==> src/include/apcd_consts.svh <==
// Offsets, field layouts, reset values and fixed codes of the audio clock block
`ifndef APCD_CONSTS_SVH
`define APCD_CONSTS_SVH

// Register offsets on the control port
`define APCD_OFS_PREDIV      8'h14
`define APCD_OFS_INTEGER     8'h15
`define APCD_OFS_FRAC_HIGH   8'h16
`define APCD_OFS_FRAC_LOW    8'h17
`define APCD_OFS_R_FACTOR    8'h18
`define APCD_OFS_CORE_DIV    8'h1b
`define APCD_OFS_CONV_DIV    8'h1c
`define APCD_OFS_CP_DIV      8'h1d
`define APCD_OFS_OSR_DIV     8'h1e
`define APCD_OFS_BCLK_DIV    8'h20
`define APCD_OFS_FRAME_DIV   8'h21

// Field upper bits (all fields start at bit 0)
`define APCD_FRAC_HIGH_MSB   5
`define APCD_FRAC_LOW_MSB    7
`define APCD_NIBBLE_MSB      3
`define APCD_INTEGER_MSB     5
`define APCD_DIV7_MSB        6
`define APCD_FRAME_MSB       7

// Reset values
`define APCD_RST_PREDIV      4'h0
`define APCD_RST_INTEGER     6'h08
`define APCD_RST_FRAC_HIGH   6'h00
`define APCD_RST_FRAC_LOW    8'h00
`define APCD_RST_R_FACTOR    4'h0
`define APCD_RST_CORE_DIV    7'h00
`define APCD_RST_CONV_DIV    7'h01
`define APCD_RST_CP_DIV      7'h01
`define APCD_RST_OSR_DIV     7'h01
`define APCD_RST_BCLK_DIV    7'h00
`define APCD_RST_FRAME_DIV   8'h00

// Largest legal fraction and fraction scale
`define APCD_FRAC_MAX        14'h270f
`define APCD_FRAC_SCALE      24'h002710

// Settings used while automatic clock setup is active
`define APCD_AUTO_INTEGER    6'h08
`define APCD_AUTO_FRAC       14'h0000
`define APCD_AUTO_R_FACTOR   4'h0
`define APCD_AUTO_PREDIV     4'h0
`define APCD_AUTO_CORE_DIV   7'h00
`define APCD_AUTO_CONV_DIV   7'h01
`define APCD_AUTO_CP_DIV     7'h01
`define APCD_AUTO_OSR_DIV    7'h01

`endif

==> src/include/apcd_pkg.sv <==
// Types shared by the audio clock block
package apcd_pkg;

    // Divider counter state
    typedef struct packed {
        logic [7:0] cnt;
        logic [7:0] lat;
        logic       tick;
    } apcd_div_state_type;

    // Register file and output state
    typedef struct packed {
        logic [5:0]  frac_hi;
        logic [7:0]  frac_lo;
        logic [3:0]  r_fld;
        logic [5:0]  j_fld;
        logic [3:0]  p_fld;
        logic [6:0]  core;
        logic [6:0]  conv;
        logic [6:0]  cp;
        logic [6:0]  osr;
        logic [6:0]  bclk;
        logic [7:0]  frame;
        logic [7:0]  rdata;
        logic [5:0]  pll_j;
        logic [13:0] pll_d;
        logic [4:0]  pll_r;
        logic [4:0]  pll_p;
        logic [23:0] mult;
        logic        frac_bad;
    } apcd_state_type;

endpackage

==> src/hdl/apcd_divider.sv <==
// Integer tick divider that takes a new ratio only at terminal count
`timescale 1ns/100ps
module apcd_divider
    import apcd_pkg::*;
(
    input  wire logic       i_clk_sys,
    input  wire logic       i_rst_n,
    input  wire logic       i_clk_en,
    input  wire logic       i_src_tick,
    input  wire logic [7:0] i_code,
    output logic            o_tick,
    output logic [7:0]      o_ratio
);

    apcd_div_state_type s_reg;
    apcd_div_state_type s_next;

    // Count source ticks up to the latched code
    always_comb begin
        s_next      = s_reg;
        s_next.tick = 1'b0;
        if (i_src_tick) begin
            if (s_reg.cnt == s_reg.lat) begin
                s_next.tick = 1'b1;
                s_next.cnt  = 8'h00;
                s_next.lat  = i_code;
            end else begin
                s_next.cnt = s_reg.cnt + 8'h01;
            end
        end
    end

    // State register, frozen by clock enable
    always_ff @(posedge i_clk_sys or negedge i_rst_n) begin
        if (!i_rst_n) begin
            s_reg <= '0;
        end else if (i_clk_en) begin
            s_reg <= s_next;
        end
    end

    assign o_tick  = s_reg.tick;
    assign o_ratio = s_reg.lat;

endmodule

==> src/hdl/apcd_clock_gen.sv <==
// Audio PLL factor registers and clock dividers
//
// Operation
// - The fraction is 14 bits, six high bits in one register and eight low in the next.
// - The PLL multiplication equals J with fraction D, times R.
// - The R factor is its 4-bit code plus one, 1 to 16.
// - In automatic clock setup the written factors and the core, converter, charge-pump and oversampling dividers are disregarded.
// - The core clock is its source divided by its 7-bit code plus one.
// - The converter clock is its source divided by its 7-bit code plus one.
// - The charge-pump clock is its source divided by its 7-bit code plus one.
// - The oversampling clock is its source divided by its 7-bit code plus one.
// - In master mode the bit clock is the master clock divided by its code plus one.
// - The integer factor J equals its 6-bit code directly.
// - The pre-divider P is its 4-bit code plus one.
// - In master mode the frame clock is the bit clock divided by its 8-bit code plus one.
`timescale 1ns/100ps
`include "apcd_consts.svh"
module apcd_clock_gen
    import apcd_pkg::*;
(
    input  wire logic        i_clk_sys,
    input  wire logic        i_rst_n,
    input  wire logic        i_clk_en,
    input  wire logic        i_auto_mode,
    input  wire logic        i_master_mode,
    input  wire logic        i_reg_wr,
    input  wire logic        i_reg_rd,
    input  wire logic [7:0]  i_reg_addr,
    input  wire logic [7:0]  i_reg_wdata,
    input  wire logic        i_core_src_tick,
    input  wire logic        i_conv_src_tick,
    input  wire logic        i_cp_src_tick,
    input  wire logic        i_osr_src_tick,
    input  wire logic        i_mclk_tick,
    output logic [7:0]       o_reg_rdata,
    output logic [5:0]       o_pll_j,
    output logic [13:0]      o_pll_d,
    output logic [4:0]       o_pll_r,
    output logic [4:0]       o_pll_p,
    output logic [23:0]      o_pll_mult,
    output logic             o_frac_illegal,
    output logic             o_core_tick,
    output logic             o_conv_tick,
    output logic             o_charge_pump_clock_tick,
    output logic             o_osr_tick,
    output logic             o_bclk_tick,
    output logic             o_frame_tick
);

    ////////////////////////////////////////////////////////////////////////////
    // Helpers

    // Code plus one for 4-bit factors
    function automatic logic [4:0] plus_one4(input logic [3:0] code);
        plus_one4 = {1'b0, code} + 5'h01;
    endfunction
    // Widen a 7-bit divider code
    function automatic logic [7:0] widen7(input logic [6:0] code);
        widen7 = {1'b0, code};
    endfunction
    // Scaled product (J * 10000 + D) * R
    function automatic logic [23:0] pll_product(
        input logic [5:0]  j,
        input logic [13:0] d,
        input logic [4:0]  r
    );
        logic [23:0] base;
        base        = 24'(24'(j) * `APCD_FRAC_SCALE) + 24'(d);
        pll_product = 24'(base * 24'(r));
    endfunction
    localparam apcd_state_type ST_RST = '{
        frac_hi:  `APCD_RST_FRAC_HIGH,
        frac_lo:  `APCD_RST_FRAC_LOW,
        r_fld:    `APCD_RST_R_FACTOR,
        j_fld:    `APCD_RST_INTEGER,
        p_fld:    `APCD_RST_PREDIV,
        core:     `APCD_RST_CORE_DIV,
        conv:     `APCD_RST_CONV_DIV,
        cp:       `APCD_RST_CP_DIV,
        osr:      `APCD_RST_OSR_DIV,
        bclk:     `APCD_RST_BCLK_DIV,
        frame:    `APCD_RST_FRAME_DIV,
        rdata:    8'h00,
        pll_j:    `APCD_RST_INTEGER,
        pll_d:    14'h0000,
        pll_r:    5'h01,
        pll_p:    5'h01,
        mult:     24'h013880,
        frac_bad: 1'b0
    };

    apcd_state_type s_reg;
    apcd_state_type s_next;
    logic [13:0] frac_word;
    logic [5:0]  eff_j;
    logic [13:0] eff_d;
    logic [3:0]  eff_r;
    logic [3:0]  eff_p;
    logic [7:0]  core_code;
    logic [7:0]  conv_code;
    logic [7:0]  cp_code;
    logic [7:0]  osr_code;
    logic        bclk_src;
    logic [7:0]  core_lat;
    logic [7:0]  conv_lat;
    logic [7:0]  cp_lat;
    logic [7:0]  osr_lat;
    logic [7:0]  bclk_lat;
    logic [7:0]  frame_lat;

    ////////////////////////////////////////////////////////////////////////////
    // Effective settings

    assign frac_word = {s_reg.frac_hi, s_reg.frac_lo};

    always_comb begin
        if (i_auto_mode) begin
            eff_j     = `APCD_AUTO_INTEGER;
            eff_d     = `APCD_AUTO_FRAC;
            eff_r     = `APCD_AUTO_R_FACTOR;
            eff_p     = `APCD_AUTO_PREDIV;
            core_code = widen7(`APCD_AUTO_CORE_DIV);
            conv_code = widen7(`APCD_AUTO_CONV_DIV);
            cp_code   = widen7(`APCD_AUTO_CP_DIV);
            osr_code  = widen7(`APCD_AUTO_OSR_DIV);
        end else begin
            eff_j     = s_reg.j_fld;
            eff_d     = frac_word;
            eff_r     = s_reg.r_fld;
            eff_p     = s_reg.p_fld;
            core_code = widen7(s_reg.core);
            conv_code = widen7(s_reg.conv);
            cp_code   = widen7(s_reg.cp);
            osr_code  = widen7(s_reg.osr);
        end
    end

    // bit clock only in master mode
    assign bclk_src = i_mclk_tick & i_master_mode;

    ////////////////////////////////////////////////////////////////////////////
    // Register file and PLL outputs

    always_comb begin
        s_next = s_reg;
        // Register writes keep field bits only
        if (i_reg_wr) begin
            case (i_reg_addr)
                `APCD_OFS_PREDIV:    s_next.p_fld   = i_reg_wdata[`APCD_NIBBLE_MSB:0];
                `APCD_OFS_INTEGER:   s_next.j_fld   = i_reg_wdata[`APCD_INTEGER_MSB:0];
                `APCD_OFS_FRAC_HIGH: s_next.frac_hi = i_reg_wdata[`APCD_FRAC_HIGH_MSB:0];
                `APCD_OFS_FRAC_LOW:  s_next.frac_lo = i_reg_wdata[`APCD_FRAC_LOW_MSB:0];
                `APCD_OFS_R_FACTOR:  s_next.r_fld   = i_reg_wdata[`APCD_NIBBLE_MSB:0];
                `APCD_OFS_CORE_DIV:  s_next.core    = i_reg_wdata[`APCD_DIV7_MSB:0];
                `APCD_OFS_CONV_DIV:  s_next.conv    = i_reg_wdata[`APCD_DIV7_MSB:0];
                `APCD_OFS_CP_DIV:    s_next.cp      = i_reg_wdata[`APCD_DIV7_MSB:0];
                `APCD_OFS_OSR_DIV:   s_next.osr     = i_reg_wdata[`APCD_DIV7_MSB:0];
                `APCD_OFS_BCLK_DIV:  s_next.bclk    = i_reg_wdata[`APCD_DIV7_MSB:0];
                `APCD_OFS_FRAME_DIV: s_next.frame   = i_reg_wdata[`APCD_FRAME_MSB:0];
                default:             s_next.frame   = s_reg.frame;
            endcase
        end
        // Read data, reserved bits and unmapped offsets give zero
        if (i_reg_rd) begin
            case (i_reg_addr)
                `APCD_OFS_PREDIV:    s_next.rdata = {4'h0, s_reg.p_fld};
                `APCD_OFS_INTEGER:   s_next.rdata = {2'h0, s_reg.j_fld};
                `APCD_OFS_FRAC_HIGH: s_next.rdata = {2'h0, s_reg.frac_hi};
                `APCD_OFS_FRAC_LOW:  s_next.rdata = s_reg.frac_lo;
                `APCD_OFS_R_FACTOR:  s_next.rdata = {4'h0, s_reg.r_fld};
                `APCD_OFS_CORE_DIV:  s_next.rdata = widen7(s_reg.core);
                `APCD_OFS_CONV_DIV:  s_next.rdata = widen7(s_reg.conv);
                `APCD_OFS_CP_DIV:    s_next.rdata = widen7(s_reg.cp);
                `APCD_OFS_OSR_DIV:   s_next.rdata = widen7(s_reg.osr);
                `APCD_OFS_BCLK_DIV:  s_next.rdata = widen7(s_reg.bclk);
                `APCD_OFS_FRAME_DIV: s_next.rdata = s_reg.frame;
                default:             s_next.rdata = 8'h00;
            endcase
        end
        s_next.pll_j    = eff_j;
        s_next.pll_d    = eff_d;
        s_next.pll_r    = plus_one4(eff_r);
        s_next.pll_p    = plus_one4(eff_p);
        s_next.mult     = pll_product(eff_j, eff_d, plus_one4(eff_r));
        s_next.frac_bad = (eff_d > `APCD_FRAC_MAX);
    end

    // State register, frozen by clock enable
    always_ff @(posedge i_clk_sys or negedge i_rst_n) begin
        if (!i_rst_n) begin
            s_reg <= ST_RST;
        end else if (i_clk_en) begin
            s_reg <= s_next;
        end
    end

    assign o_reg_rdata    = s_reg.rdata;
    assign o_pll_j        = s_reg.pll_j;
    assign o_pll_d        = s_reg.pll_d;
    assign o_pll_r        = s_reg.pll_r;
    assign o_pll_p        = s_reg.pll_p;
    assign o_pll_mult     = s_reg.mult;
    assign o_frac_illegal = s_reg.frac_bad;

    ////////////////////////////////////////////////////////////////////////////
    // Dividers

    apcd_divider u_core_div (
        .i_clk_sys  (i_clk_sys),
        .i_rst_n    (i_rst_n),
        .i_clk_en   (i_clk_en),
        .i_src_tick (i_core_src_tick),
        .i_code     (core_code),
        .o_tick     (o_core_tick),
        .o_ratio    (core_lat)
    );

    apcd_divider u_conv_div (
        .i_clk_sys  (i_clk_sys),
        .i_rst_n    (i_rst_n),
        .i_clk_en   (i_clk_en),
        .i_src_tick (i_conv_src_tick),
        .i_code     (conv_code),
        .o_tick     (o_conv_tick),
        .o_ratio    (conv_lat)
    );

    apcd_divider u_cp_div (
        .i_clk_sys  (i_clk_sys),
        .i_rst_n    (i_rst_n),
        .i_clk_en   (i_clk_en),
        .i_src_tick (i_cp_src_tick),
        .i_code     (cp_code),
        .o_tick     (o_charge_pump_clock_tick),
        .o_ratio    (cp_lat)
    );

    apcd_divider u_osr_div (
        .i_clk_sys  (i_clk_sys),
        .i_rst_n    (i_rst_n),
        .i_clk_en   (i_clk_en),
        .i_src_tick (i_osr_src_tick),
        .i_code     (osr_code),
        .o_tick     (o_osr_tick),
        .o_ratio    (osr_lat)
    );

    apcd_divider u_bclk_div (
        .i_clk_sys  (i_clk_sys),
        .i_rst_n    (i_rst_n),
        .i_clk_en   (i_clk_en),
        .i_src_tick (bclk_src),
        .i_code     (widen7(s_reg.bclk)),
        .o_tick     (o_bclk_tick),
        .o_ratio    (bclk_lat)
    );

    apcd_divider u_frame_div (
        .i_clk_sys  (i_clk_sys),
        .i_rst_n    (i_rst_n),
        .i_clk_en   (i_clk_en),
        .i_src_tick (o_bclk_tick & i_master_mode),
        .i_code     (s_reg.frame),
        .o_tick     (o_frame_tick),
        .o_ratio    (frame_lat)
    );
endmodule

==> config.mk <==
export PLATFORM = sky130hd
export DESIGN_NAME = apcd_clock_gen
export DESIGN_NICKNAME = d
export VERILOG_FILES = /design/src/include/apcd_pkg.sv /design/src/hdl/apcd_divider.sv /design/src/hdl/apcd_clock_gen.sv
export VERILOG_INCLUDE_DIRS = /design/src /design/src/include
export SDC_FILE = /design/constraint.sdc
export NUM_CORES = 1
export LEC_CHECK = 0
export ABC_AREA = 1
export BUFFER_PORTS_ARGS = -buffer_cell sky130_fd_sc_hd__buf_4
export CORE_MARGIN = 5
export CORE_UTILIZATION = 40
export CTS_CLUSTER_SIZE = 20
export DETAILED_ROUTE_END_ITERATION = 8
export GPL_TIMING_DRIVEN = 0
export HOLD_SLACK_MARGIN = 0.05
export PLACE_DENSITY_LB_ADDON = 0.08
export SKIP_LAST_GASP = 1
export SYNTH_ARGS = -nofsm -noshare
export SYNTH_HDL_FRONTEND = slang
export SYNTH_SLANG_ARGS = --single-unit
==> constraint.sdc <==
create_clock -name i_clk_sys -period 9.5 [get_ports i_clk_sys]
set_input_delay 0.475 -clock i_clk_sys [delete_from_list [all_inputs] [get_ports i_clk_sys]]
set_output_delay 0.475 -clock i_clk_sys [all_outputs]
set_load 0.02 [all_outputs]
Word-level counts from Yosys, hierarchy flattened
Cells that the tools add are included.
Widths: inputs -> output; s select.
{ "word_totals": {"output_inout_bits": 69, "wordCells": 118, "regBits": 231, "in_bits": 28} }
{ "classes": {"bitwise": 2, "addsub": 9, "muxes": 27, "magnitude_cmp": 1, "eq_ne": 17, "n_reduce_logical": 24, "multipliers": 2} }
{ "ops": {"columns": ["cell", "n"], "rows": [
  ["$pmux 8 s11", 1],
  ["$eq 8x5->1 const B", 9],
  ["$reduce_and 3->1", 17],
  ["$add 8x1->8 const B", 6],
  ["$mux 8", 6],
  ["$eq 8x7->1", 5],
  ["$mux 7", 4],
  ["$mul 21x5->24", 1],
  ["$add 20x14->21", 1],
  ["$eq 8x6->1 const B", 2],
  ["$mul 6x10->16 const B", 1],
  ["$gt 14x14->1 const B", 1],
  ["$mux 14", 1],
  ["$reduce_and 2->1", 7],
  ["$mux 1", 12],
  ["$add 4x1->5 const B", 2],
  ["$eq 8x8->1", 1],
  ["$mux 4", 2],
  ["$mux 6", 1],
  ["$and 1x1->1", 2]
]} }

Logic depth before layout (Yosys ltp)
Gate-level depths: netlist (run 1).
{ "logic_depth": {"ltp_word": 4, "depth_mapped": 39, "depth_no_buf": 39} }

By module
A second synthesis (run 1) with hierarchy kept.
{ "unflattened": {"cells_unflattened": 2444, "area_unflattened_um2": 17519.3} }
{ "by_module_without_submodules": {"columns": ["module", "seq_area_each_um2", "n_inst", "cells_per_inst", "area_each_um2"], "rows": [
  ["apcd_clock_gen", 3368.2, 1, 1418, 10845.4],
  ["apcd_divider", 425.4, 6, 171, 1112.3]
]} }

Least setup slack after synthesis (run 1)
No wires, ideal clock.
{ "synth_timing": {"kind": "input to register", "start": "in i_auto_mode", "end": "reg s_reg, in the netlist o_pll_mult[23]", "required_ps": 9434, "setup_ps": 66, "stages": 32, "n_path_buf": 2, "t_arrival_ps": 7268, "slack_ps": 2166, "path_cell_list": "clkbuf_1 clkbuf_1 nor2_1 fa_1 inv_1 fa_1 inv_1 ha_1 fa_1 ha_1 a21oi_1 inv_1 a31oi_1 o21ai_2 nand3_1 xor2_1 nor2_1 fa_1 inv_1 fa_1 inv_1 fa_1 ha_1 nand2_1 nor3_1 nand2_1 or3_1 nand3_1 inv_1 nand3_1 nand3_1 nand2_1"} }
{ "synth_between": {"elab_chain_cells": 4, "elab_cells_between_ends": 7, "classes_between": "2 x add/sub; 2 x mul; 3 x mux"} }
{ "synth_rtl": {"columns": ["element", "line", "rtl"], "rows": [
  ["start: declaration", "apcd_clock_gen.sv:24", "input wire logic i_auto_mode,"],
  ["$mux 6", "apcd_clock_gen.sv:117", "if (i_auto_mode) begin"],
  ["via eff_j[0]", "apcd_clock_gen.sv:95", "logic [5:0] eff_j;"],
  ["$mul 6x10->16 (no line)", null, null],
  ["$add 20x14->21", "apcd_clock_gen.sv:68", "base = 24'(24'(j) * `APCD_FRAC_SCALE) + 24'(d);"],
  ["$mul 21x5->24", "apcd_clock_gen.sv:69", "pll_product = 24'(base * 24'(r));"],
  ["end signal: assignment", "apcd_clock_gen.sv:193", "s_reg <= s_next;"],
  ["end: declaration", "apcd_clock_gen.sv:92", "apcd_state_type s_reg;"]
]} }
The timed path passes the listed nets, and every way through them passes these cells.
A chain may end at the register's enable or synchronous reset.

Worst setup path after layout (run 1)
Same ends and word-level chain as after synthesis.

==> summary.txt, run 1 <==
======================================================================================
Run status .............................................................. finished clean
Total iterations of the first detailed-routing run ......................            5
Number of hold violations in the final report ...........................            0
Setup TNS ...............................................................         0 ns
Highest Clock Rate ......................................................    121.0 MHz
Die X ...................................................................     204.6 um
Synth Flop Type ......................................................... sky130_fd_sc_hd__dfrtp_1
Antenna-violating nets left .............................................            0
Total CTS buffers .......................................................           28
Share of the cycle needed by the critical path after routing ............       87.00%
Quantity of I/O buffers inserted on ports ...............................           95
Most common cell in the netlist ......................................... sky130_fd_sc_hd__nand2_1
Post-synthesis sequential area ratio ....................................       38.28%
Post-synthesis register bit count .......................................          231
Arrival @ worst endpoint ................................................      8.74 ns
Placed cell count .......................................................         2511
Number of distinct standard cells referenced by the synthesized netlist .           53
IR Drop Worst-Case VDD ..................................................     120.3 uV
RSZ-0062 raised after global routing ....................................           no
Share of layout cells above drive strength 1 ............................       13.05%
Overall overflow remaining after global route ...........................            0
Flip-flop count of the largest register, all copies and words added .....           57
Max Cap Viol ............................................................            0
Largest stage delay, worst path .........................................      0.60 ns
Global-route usage over all layers ......................................       20.67%
Mean number of vias per cell ............................................        4.932
Detailed Route Iter0 Violations .........................................          803
Die footprint ...........................................................   41840 um^2
Area fraction of the dominant cell type after synthesis .................       36.20%
Static Leak .............................................................     8.831 nW
Root buffer cell ........................................................ sky130_fd_sc_hd__clkbuf_16
Worst setup path class .................................................. primary input to register
Clk Latency, worst-skew pair ............................................      0.56 ns
DR vias .................................................................        12650
Post-synthesis to final-layout area growth ..............................       15.54%
Element type at the critical path start ................................. primary input
Pin count of the biggest net entering global routing ....................          120
Total count of max-transition violations in the final report ............            0
CTS tree ................................................................          yes
CTS max path bufs .......................................................            3
Slowest cell on the critical path ....................................... sky130_fd_sc_hd__fa_1
Largest fanout on the critical path .....................................           10
Initial core utilization ................................................       40.39%
FFs w/ async S/R, synth .................................................       100.0%
Number of core rows .....................................................           71
H-tree levels ...........................................................            1
Worst setup skew after layout ...........................................   0.02268 ns
Crit. End Element .......................................................     register
Min Clock Period, post-route ............................................     8.265 ns
Number of warnings issued by yosys ......................................            0
Remaining max-slew budget at the tightest pin ...........................       22.40%
Min-Delay Path Class .................................................... primary input to register
Top Ports ...............................................................           97
Vias in the first global route ..........................................        12830
Top cell types by occurrence after synthesis ............................ sky130_fd_sc_hd__nand2_1 (451), sky130_fd_sc_hd__inv_1 (275), sky130_fd_sc_hd__dfrtp_1 (219), sky130_fd_sc_hd__o21ai_0 (171), sky130_fd_sc_hd__nor2_1 (159)
Power per cell area ..................................................... 151.8 nW/um^2
Final hold slack ........................................................    0.2585 ns
Final cell count without fillers ........................................         2564
Final routed DRC violation total ........................................            0
Final setup violation count .............................................            0
Most common cell type on the critical path .............................. sky130_fd_sc_hd__inv_1
Final RePlAce weighted congestion .......................................       0.8713
Count of flip-flops with a built-in enable after synthesis ..............            0
Die height ..............................................................     204.6 um
Global-route wire length before repair ..................................     69240 um
Number of buffers inserted by post-CTS setup repair .....................            0
Detailed placement HPWL .................................................     32650 um
Final Net Count .........................................................         2190
Mapped Cells ............................................................         1902
Cell type contributing the most total cell area after synthesis ......... sky130_fd_sc_hd__dfrtp_1
Required @ worst endpoint ...............................................      9.98 ns
Sinks on Clock Net ......................................................          231
Top area cells in the synthesized netlist ............................... sky130_fd_sc_hd__dfrtp_1 (36%), sky130_fd_sc_hd__nand2_1 (11%), sky130_fd_sc_hd__fa_1 (8.3%), sky130_fd_sc_hd__inv_1 (6.8%), sky130_fd_sc_hd__o21ai_0 (5.7%)
Clk pin slew, worst setup/hold paths ....................................      0.06 ns
Average routed wire per standard cell ...................................     16.48 um
Mean instance size in the synthesized netlist ...........................   7.960 um^2
CORE AREA ...............................................................   37490 um^2
Summed instance area of the synthesized netlist .........................   15140 um^2
Actual transition at the worst max-transition pin .......................     1.164 ns
Total wire length after detailed routing ................................     42240 um
Final antenna diode count ...............................................            0
Antenna violations before repair ........................................            0
======================================================================================
layout make-up:
type | count | area, um^2
fill | 3875 | 20000
clock inverter | 7 | 98.84
clock buffer | 45 | 824.5
inverter | 285 | 1070
buffer | 107 | 651.9
timing repair buffer | 98 | 785.8
multi-input combinational | 1280 | 7627
sequential | 231 | 5796
tap | 511 | 639.4
cells in the final DEF (no fill, tap or decap), types with 4 or more instances in the layout:
master                      count
sky130_fd_sc_hd__nand2_1      451
sky130_fd_sc_hd__inv_1        275
sky130_fd_sc_hd__dfrtp_1      219
sky130_fd_sc_hd__o21ai_0      171
sky130_fd_sc_hd__nor2_1       159
sky130_fd_sc_hd__buf_4        158
sky130_fd_sc_hd__nand3_1       80
sky130_fd_sc_hd__ha_1          68
sky130_fd_sc_hd__fa_1          63
sky130_fd_sc_hd__a21oi_1       59
sky130_fd_sc_hd__clkbuf_1      45
sky130_fd_sc_hd__xor2_1        28
sky130_fd_sc_hd__clkbuf_16     28
sky130_fd_sc_hd__nor3_1        27
sky130_fd_sc_hd__xnor2_1       21
sky130_fd_sc_hd__o22ai_1       18
sky130_fd_sc_hd__or2_2         16
sky130_fd_sc_hd__nand4_1       16
sky130_fd_sc_hd__nor4_1        12
sky130_fd_sc_hd__a221oi_1      12
sky130_fd_sc_hd__dfstp_2       12
sky130_fd_sc_hd__a31oi_1        9
sky130_fd_sc_hd__buf_2          8
sky130_fd_sc_hd__nand2_2        7
sky130_fd_sc_hd__o21ai_1        6
sky130_fd_sc_hd__inv_2          6
sky130_fd_sc_hd__clkbuf_8       6
sky130_fd_sc_hd__o2111ai_1      5
sky130_fd_sc_hd__clkinv_1       4
worst paths after layout:
path / start / depth (start not counted) / end / slack, ns
worst min register to register: o_pll_mult[2] / 2 / o_pll_mult[2] / 0.47
max in group asynchronous: i_rst_n / 4 / o_pll_mult[22] / 7.88
worst min-delay path: i_reg_wdata[1] / 3 / s_reg[117] / 0.26
min in group asynchronous: i_rst_n / 3 / u_frame_div.s_reg[9] / 0.58
worst max register to register: s_reg[115] / 30 / o_pll_mult[23] / 1.73
worst max-delay path: i_auto_mode / 36 / o_pll_mult[23] / 1.23
through the flow:
step	area [um^2]	utilization, %	power (mW)	setup slack [ns]
6_report	17490	46.66	2.656	1.235
5_1_grt	17490	46.66	2.811	0.6753
4_1_cts	17490	46.66	2.693	1.234
3_5_place_dp	16560	44.17	1.604	0.6765
3_3_place_gp	16500	44.01	1.590	0.6849
2_1_floorplan	15140	-	1.455	2.166
cells by family after synthesis:
family                   Yosys count  share of synthesized area, %
AO/OA/AOI/OAI                    307                         11.43
other                              2                       0.04960
AND/OR/NAND/NOR                  790                         22.09
buffers and inverters            392                         11.37
adder cells (fa/ha/maj)          131                         13.95
XOR/XNOR                          49                         2.835
flip-flops                       231                         38.28
critical path, delay by kind of cell:
family                     cells  cell delay, ns
adders and majority gates      9            3.99
buffers and inverters         10            1.50
AOI/OAI and AO/OA              1            0.22
xor gates and xnor gates       2            0.41
and+or+nand+nor               14            2.11
routing by layer:
layer / share of wire [%] / GRT usage [%] / routed length, um
met1: 46 / 28.50 / 19240
met2: 48 / 34.99 / 20110
met3: 4.5 / 2.438 / 1880
met4: 2.4 / 5.073 / 1011
met5: 0 / 0 / 0
power by group:
group	total [mW]	switching [mW]	internal [mW]
registers	1.16	0.0804	1.08
logic	0.421	0.260	0.161
clock network	1.07	0.425	0.646
total	2.66	0.765	1.89
timing repair:
action / 4_1_cts / 5_1_grt
hold buffers: 1 / 0
gates resized for setup: 0 / 0
hold endpoints to repair: 112 / 0
endpoints found under the setup margin: 0 / 0
Note: power is estimated with default switching activity, not from simulation.
==> run 2: changes to the inputs <==
Clock period 9.5 ns to 7.1 ns, I/O delays scaled along.
==> run 2 against run 1 <==
Routed wire length up 1.9%. Clock-buffer cell count shrank 6. Via count is 0.78% higher. Non-clock buffer count is 24 higher. Sequential power increased by 34%. Largest cell class unchanged. Highest routed layer unchanged.
==> summary.txt, run 2 (synthesis gave the netlist of run 1 again) <==
==================================================================================
Worst reg2reg path endpoint ......................................... o_pll_mult[23]   unchanged
Final setup violation count .........................................            0   unchanged
Vias in the first global route ......................................        12950   was 12830
Final hold slack ....................................................   0.08397 ns   was 0.2585 ns
Final design area excluding fillers .................................   18180 um^2   was 17490 um^2
Total wire length after detailed routing ............................     43060 um   was 42240 um
Most used cells in the layout excluding fill and tap cells .......... sky130_fd_sc_hd__nand2_1 (442), sky130_fd_sc_hd__inv_1 (268), sky130_fd_sc_hd__dfrtp_1 (218)   was sky130_fd_sc_hd__nand2_1 (451), sky130_fd_sc_hd__inv_1 (275), sky130_fd_sc_hd__dfrtp_1 (219)
Root buffer cell .................................................... sky130_fd_sc_hd__clkbuf_16   unchanged
Number of hold violations in the final report .......................            0   unchanged
Worst setup skew after layout .......................................   0.01845 ns   was 0.02268 ns
Antenna violations before repair ....................................            0   unchanged
Detailed placement HPWL .............................................     32550 um   was 32650 um
Total iterations of the first detailed-routing run ..................            5   unchanged
CORE AREA ...........................................................   37490 um^2   unchanged
Static Leak .........................................................     9.042 nW   was 8.831 nW
Max Cap Viol ........................................................            0   unchanged
Total count of max-transition violations in the final report ........            0   unchanged
Total placed instance area ..........................................   16560 um^2   about the same
Overall overflow remaining after global route .......................            0   unchanged
Min-Delay Path Class ................................................ primary input to register   unchanged
Clk Latency, worst-skew pair ........................................      0.58 ns   was 0.56 ns
Largest stage delay, worst path .....................................      0.55 ns   was 0.60 ns
Quantity of I/O buffers inserted on ports ...........................           95   unchanged
Number of core rows .................................................           71   unchanged
Beginning of the worst hold path .................................... i_reg_wdata[3]   was i_reg_wdata[1]
Die X ...............................................................     204.6 um   unchanged
Share of layout cells above drive strength 1 ........................       17.62%   was 13.05%
Final Net Count .....................................................         2215   was 2190
Pin count of the biggest net entering global routing ................          105   was 120
Run status .......................................................... finished clean   unchanged
Hold Path Depth .....................................................            3   unchanged
Final RePlAce weighted congestion ...................................       0.8631   was 0.8713
Die footprint .......................................................   41840 um^2   unchanged
Arrival @ worst endpoint ............................................      7.36 ns   was 8.74 ns
Final antenna diode count ...........................................            0   unchanged
Actual transition at the worst max-transition pin ...................     1.002 ns   was 1.164 ns
Commonest non-fill, non-tap cell in the layout ...................... sky130_fd_sc_hd__nand2_1   unchanged
Min Clock Period, post-route ........................................     6.845 ns
Clk pin slew, worst setup/hold paths ................................      0.06 ns   about the same
Remaining max-slew budget at the tightest pin .......................       33.17%   was 22.40%
Largest fanout on the critical path .................................           10   unchanged
Cell family contributing the most delay on the critical path ........  adder cells   unchanged
Fillcell total ......................................................         3800   was 3875
IR Drop Worst-Case VDD ..............................................     169.6 uV   was 120.3 uV
Startpoint of the lowest-slack register-to-register path ............   s_reg[113]   was s_reg[115]
Highest Clock Rate ..................................................    146.1 MHz
Antenna-violating nets left .........................................            0   unchanged
Worst-case hold path end point ...................................... frac_word[11]   was s_reg[117]
Post-synthesis to final-layout area growth ..........................       20.07%   was 15.54%
Flip-flop count of the largest register, all copies and words added .           57   unchanged
Element type at the critical path start ............................. primary input   unchanged
Flop2flop setup slack ...............................................      0.26 ns   was 1.73 ns
Worst setup path class .............................................. primary input to register   unchanged
CTS tree ............................................................          yes   unchanged
Number of cells on the worst reg-to-reg path ........................           33   was 30
Die height ..........................................................     204.6 um   unchanged
Crit. End Element ...................................................     register   unchanged
H-tree levels .......................................................            1   unchanged
Average routed wire per standard cell ...............................     16.64 um   was 16.48 um
Power per cell area ................................................. 204.7 nW/um^2   was 151.8 nW/um^2
Global-route wire length before repair ..............................     69650 um   was 69240 um
Share of the cycle needed by the critical path after routing ........       96.40%
Global-route usage over all layers ..................................       20.90%   was 20.67%
Buffers and inverters on the worst path .............................            8   was 10
Top Ports ...........................................................           97   unchanged
Detailed Route Iter0 Violations .....................................          745   was 803
Mean number of vias per cell ........................................        4.925   was 4.932
Final routed DRC violation total ....................................            0   unchanged
Required @ worst endpoint ...........................................      7.62 ns   was 9.98 ns
DR vias .............................................................        12750   was 12650
Initial core utilization ............................................       40.39%   unchanged
Slowest cell on the critical path ................................... sky130_fd_sc_hd__fa_1   unchanged
Sinks on Clock Net ..................................................          231   unchanged
Total CTS buffers ...................................................           29   was 28
CTS max path bufs ...................................................            3   unchanged
==================================================================================
## run 2: final cells by class
class	instances	area, um^2	share of cell area (%)
clock inverters	13	210.2	1.156
repair buffers	122	965.9	5.313
multi-input cells	1280	8024	44.14
clock buffers	39	813.3	4.474
plain buffers	107	660.6	3.634
flip-flops and latches	231	5797	31.89
inverters	285	1070	5.884
well taps	511	639.4	3.517
## run 2: metal layers
metal / wire (um) / global-route usage [%] / share of wire, %
met3: 1705 / 2.992 / 4.0
met2: 20690 / 35.20 / 48
met4: 1281 / 6.198 / 3.0
met1: 19390 / 28.17 / 45
met5: 0 / 0 / 0
## run 2: worst min-delay path, stage by stage
cell and delay, ns:
sky130_fd_sc_hd__buf_4 0.12, sky130_fd_sc_hd__inv_1 0.06, sky130_fd_sc_hd__o21ai_0 0.08
## run 2: how the worst max path moves through the flow
stage                     start        endpoint  slack, ns  depth (start not counted)
finish              i_auto_mode  o_pll_mult[23]       0.26                         35
global route         s_reg[110]  o_pll_mult[23]      -0.03                         34
CTS                  s_reg[110]  o_pll_mult[23]      0.007                         33
detailed placement  i_auto_mode  o_pll_mult[23]      -1.24                         34
global placement    i_auto_mode  o_pll_mult[23]      -1.28                         34
floorplan           i_auto_mode  o_pll_mult[23]       0.12                         32
## run 2: timing repair
item                                    CTS  global route
endpoints found under the hold margin    34             0
gates resized for setup                  37            52
hold buffers                              1             0
pin swaps                                 4            40
endpoints found under the setup margin    7             6
setup buffers                             6            18
## run 2: report_power, final
group	leakage, nW	total [mW]	internal, mW	switching [mW]
sequential	3.01	1.56	1.45	0.108
combinational	5.54	0.582	0.227	0.356
clock	0.500	1.58	0.983	0.598
## run 2: per-stage QoR
| step | setup WS, ns | instances | TNS [ns] | power (mW) | utilization [%] |
|---|---|---|---|---|---|
| final | 0.2554 | 2588 | 0 | 3.722 | 48.49 |
| after CTS | 0.007411 | 2570 | 0 | 3.763 | 47.62 |
| after detailed placement | -1.240 | 2511 | -7.054 | 2.144 | 44.18 |
| after global routing | -0.03298 | 2588 | -0.03298 | 3.918 | 48.49 |
| after global placement | -1.280 | 2509 | -6.890 | 2.129 | 44.02 |
| after floorplan | 0.1156 | 1903 | 0 | 1.948 | - |
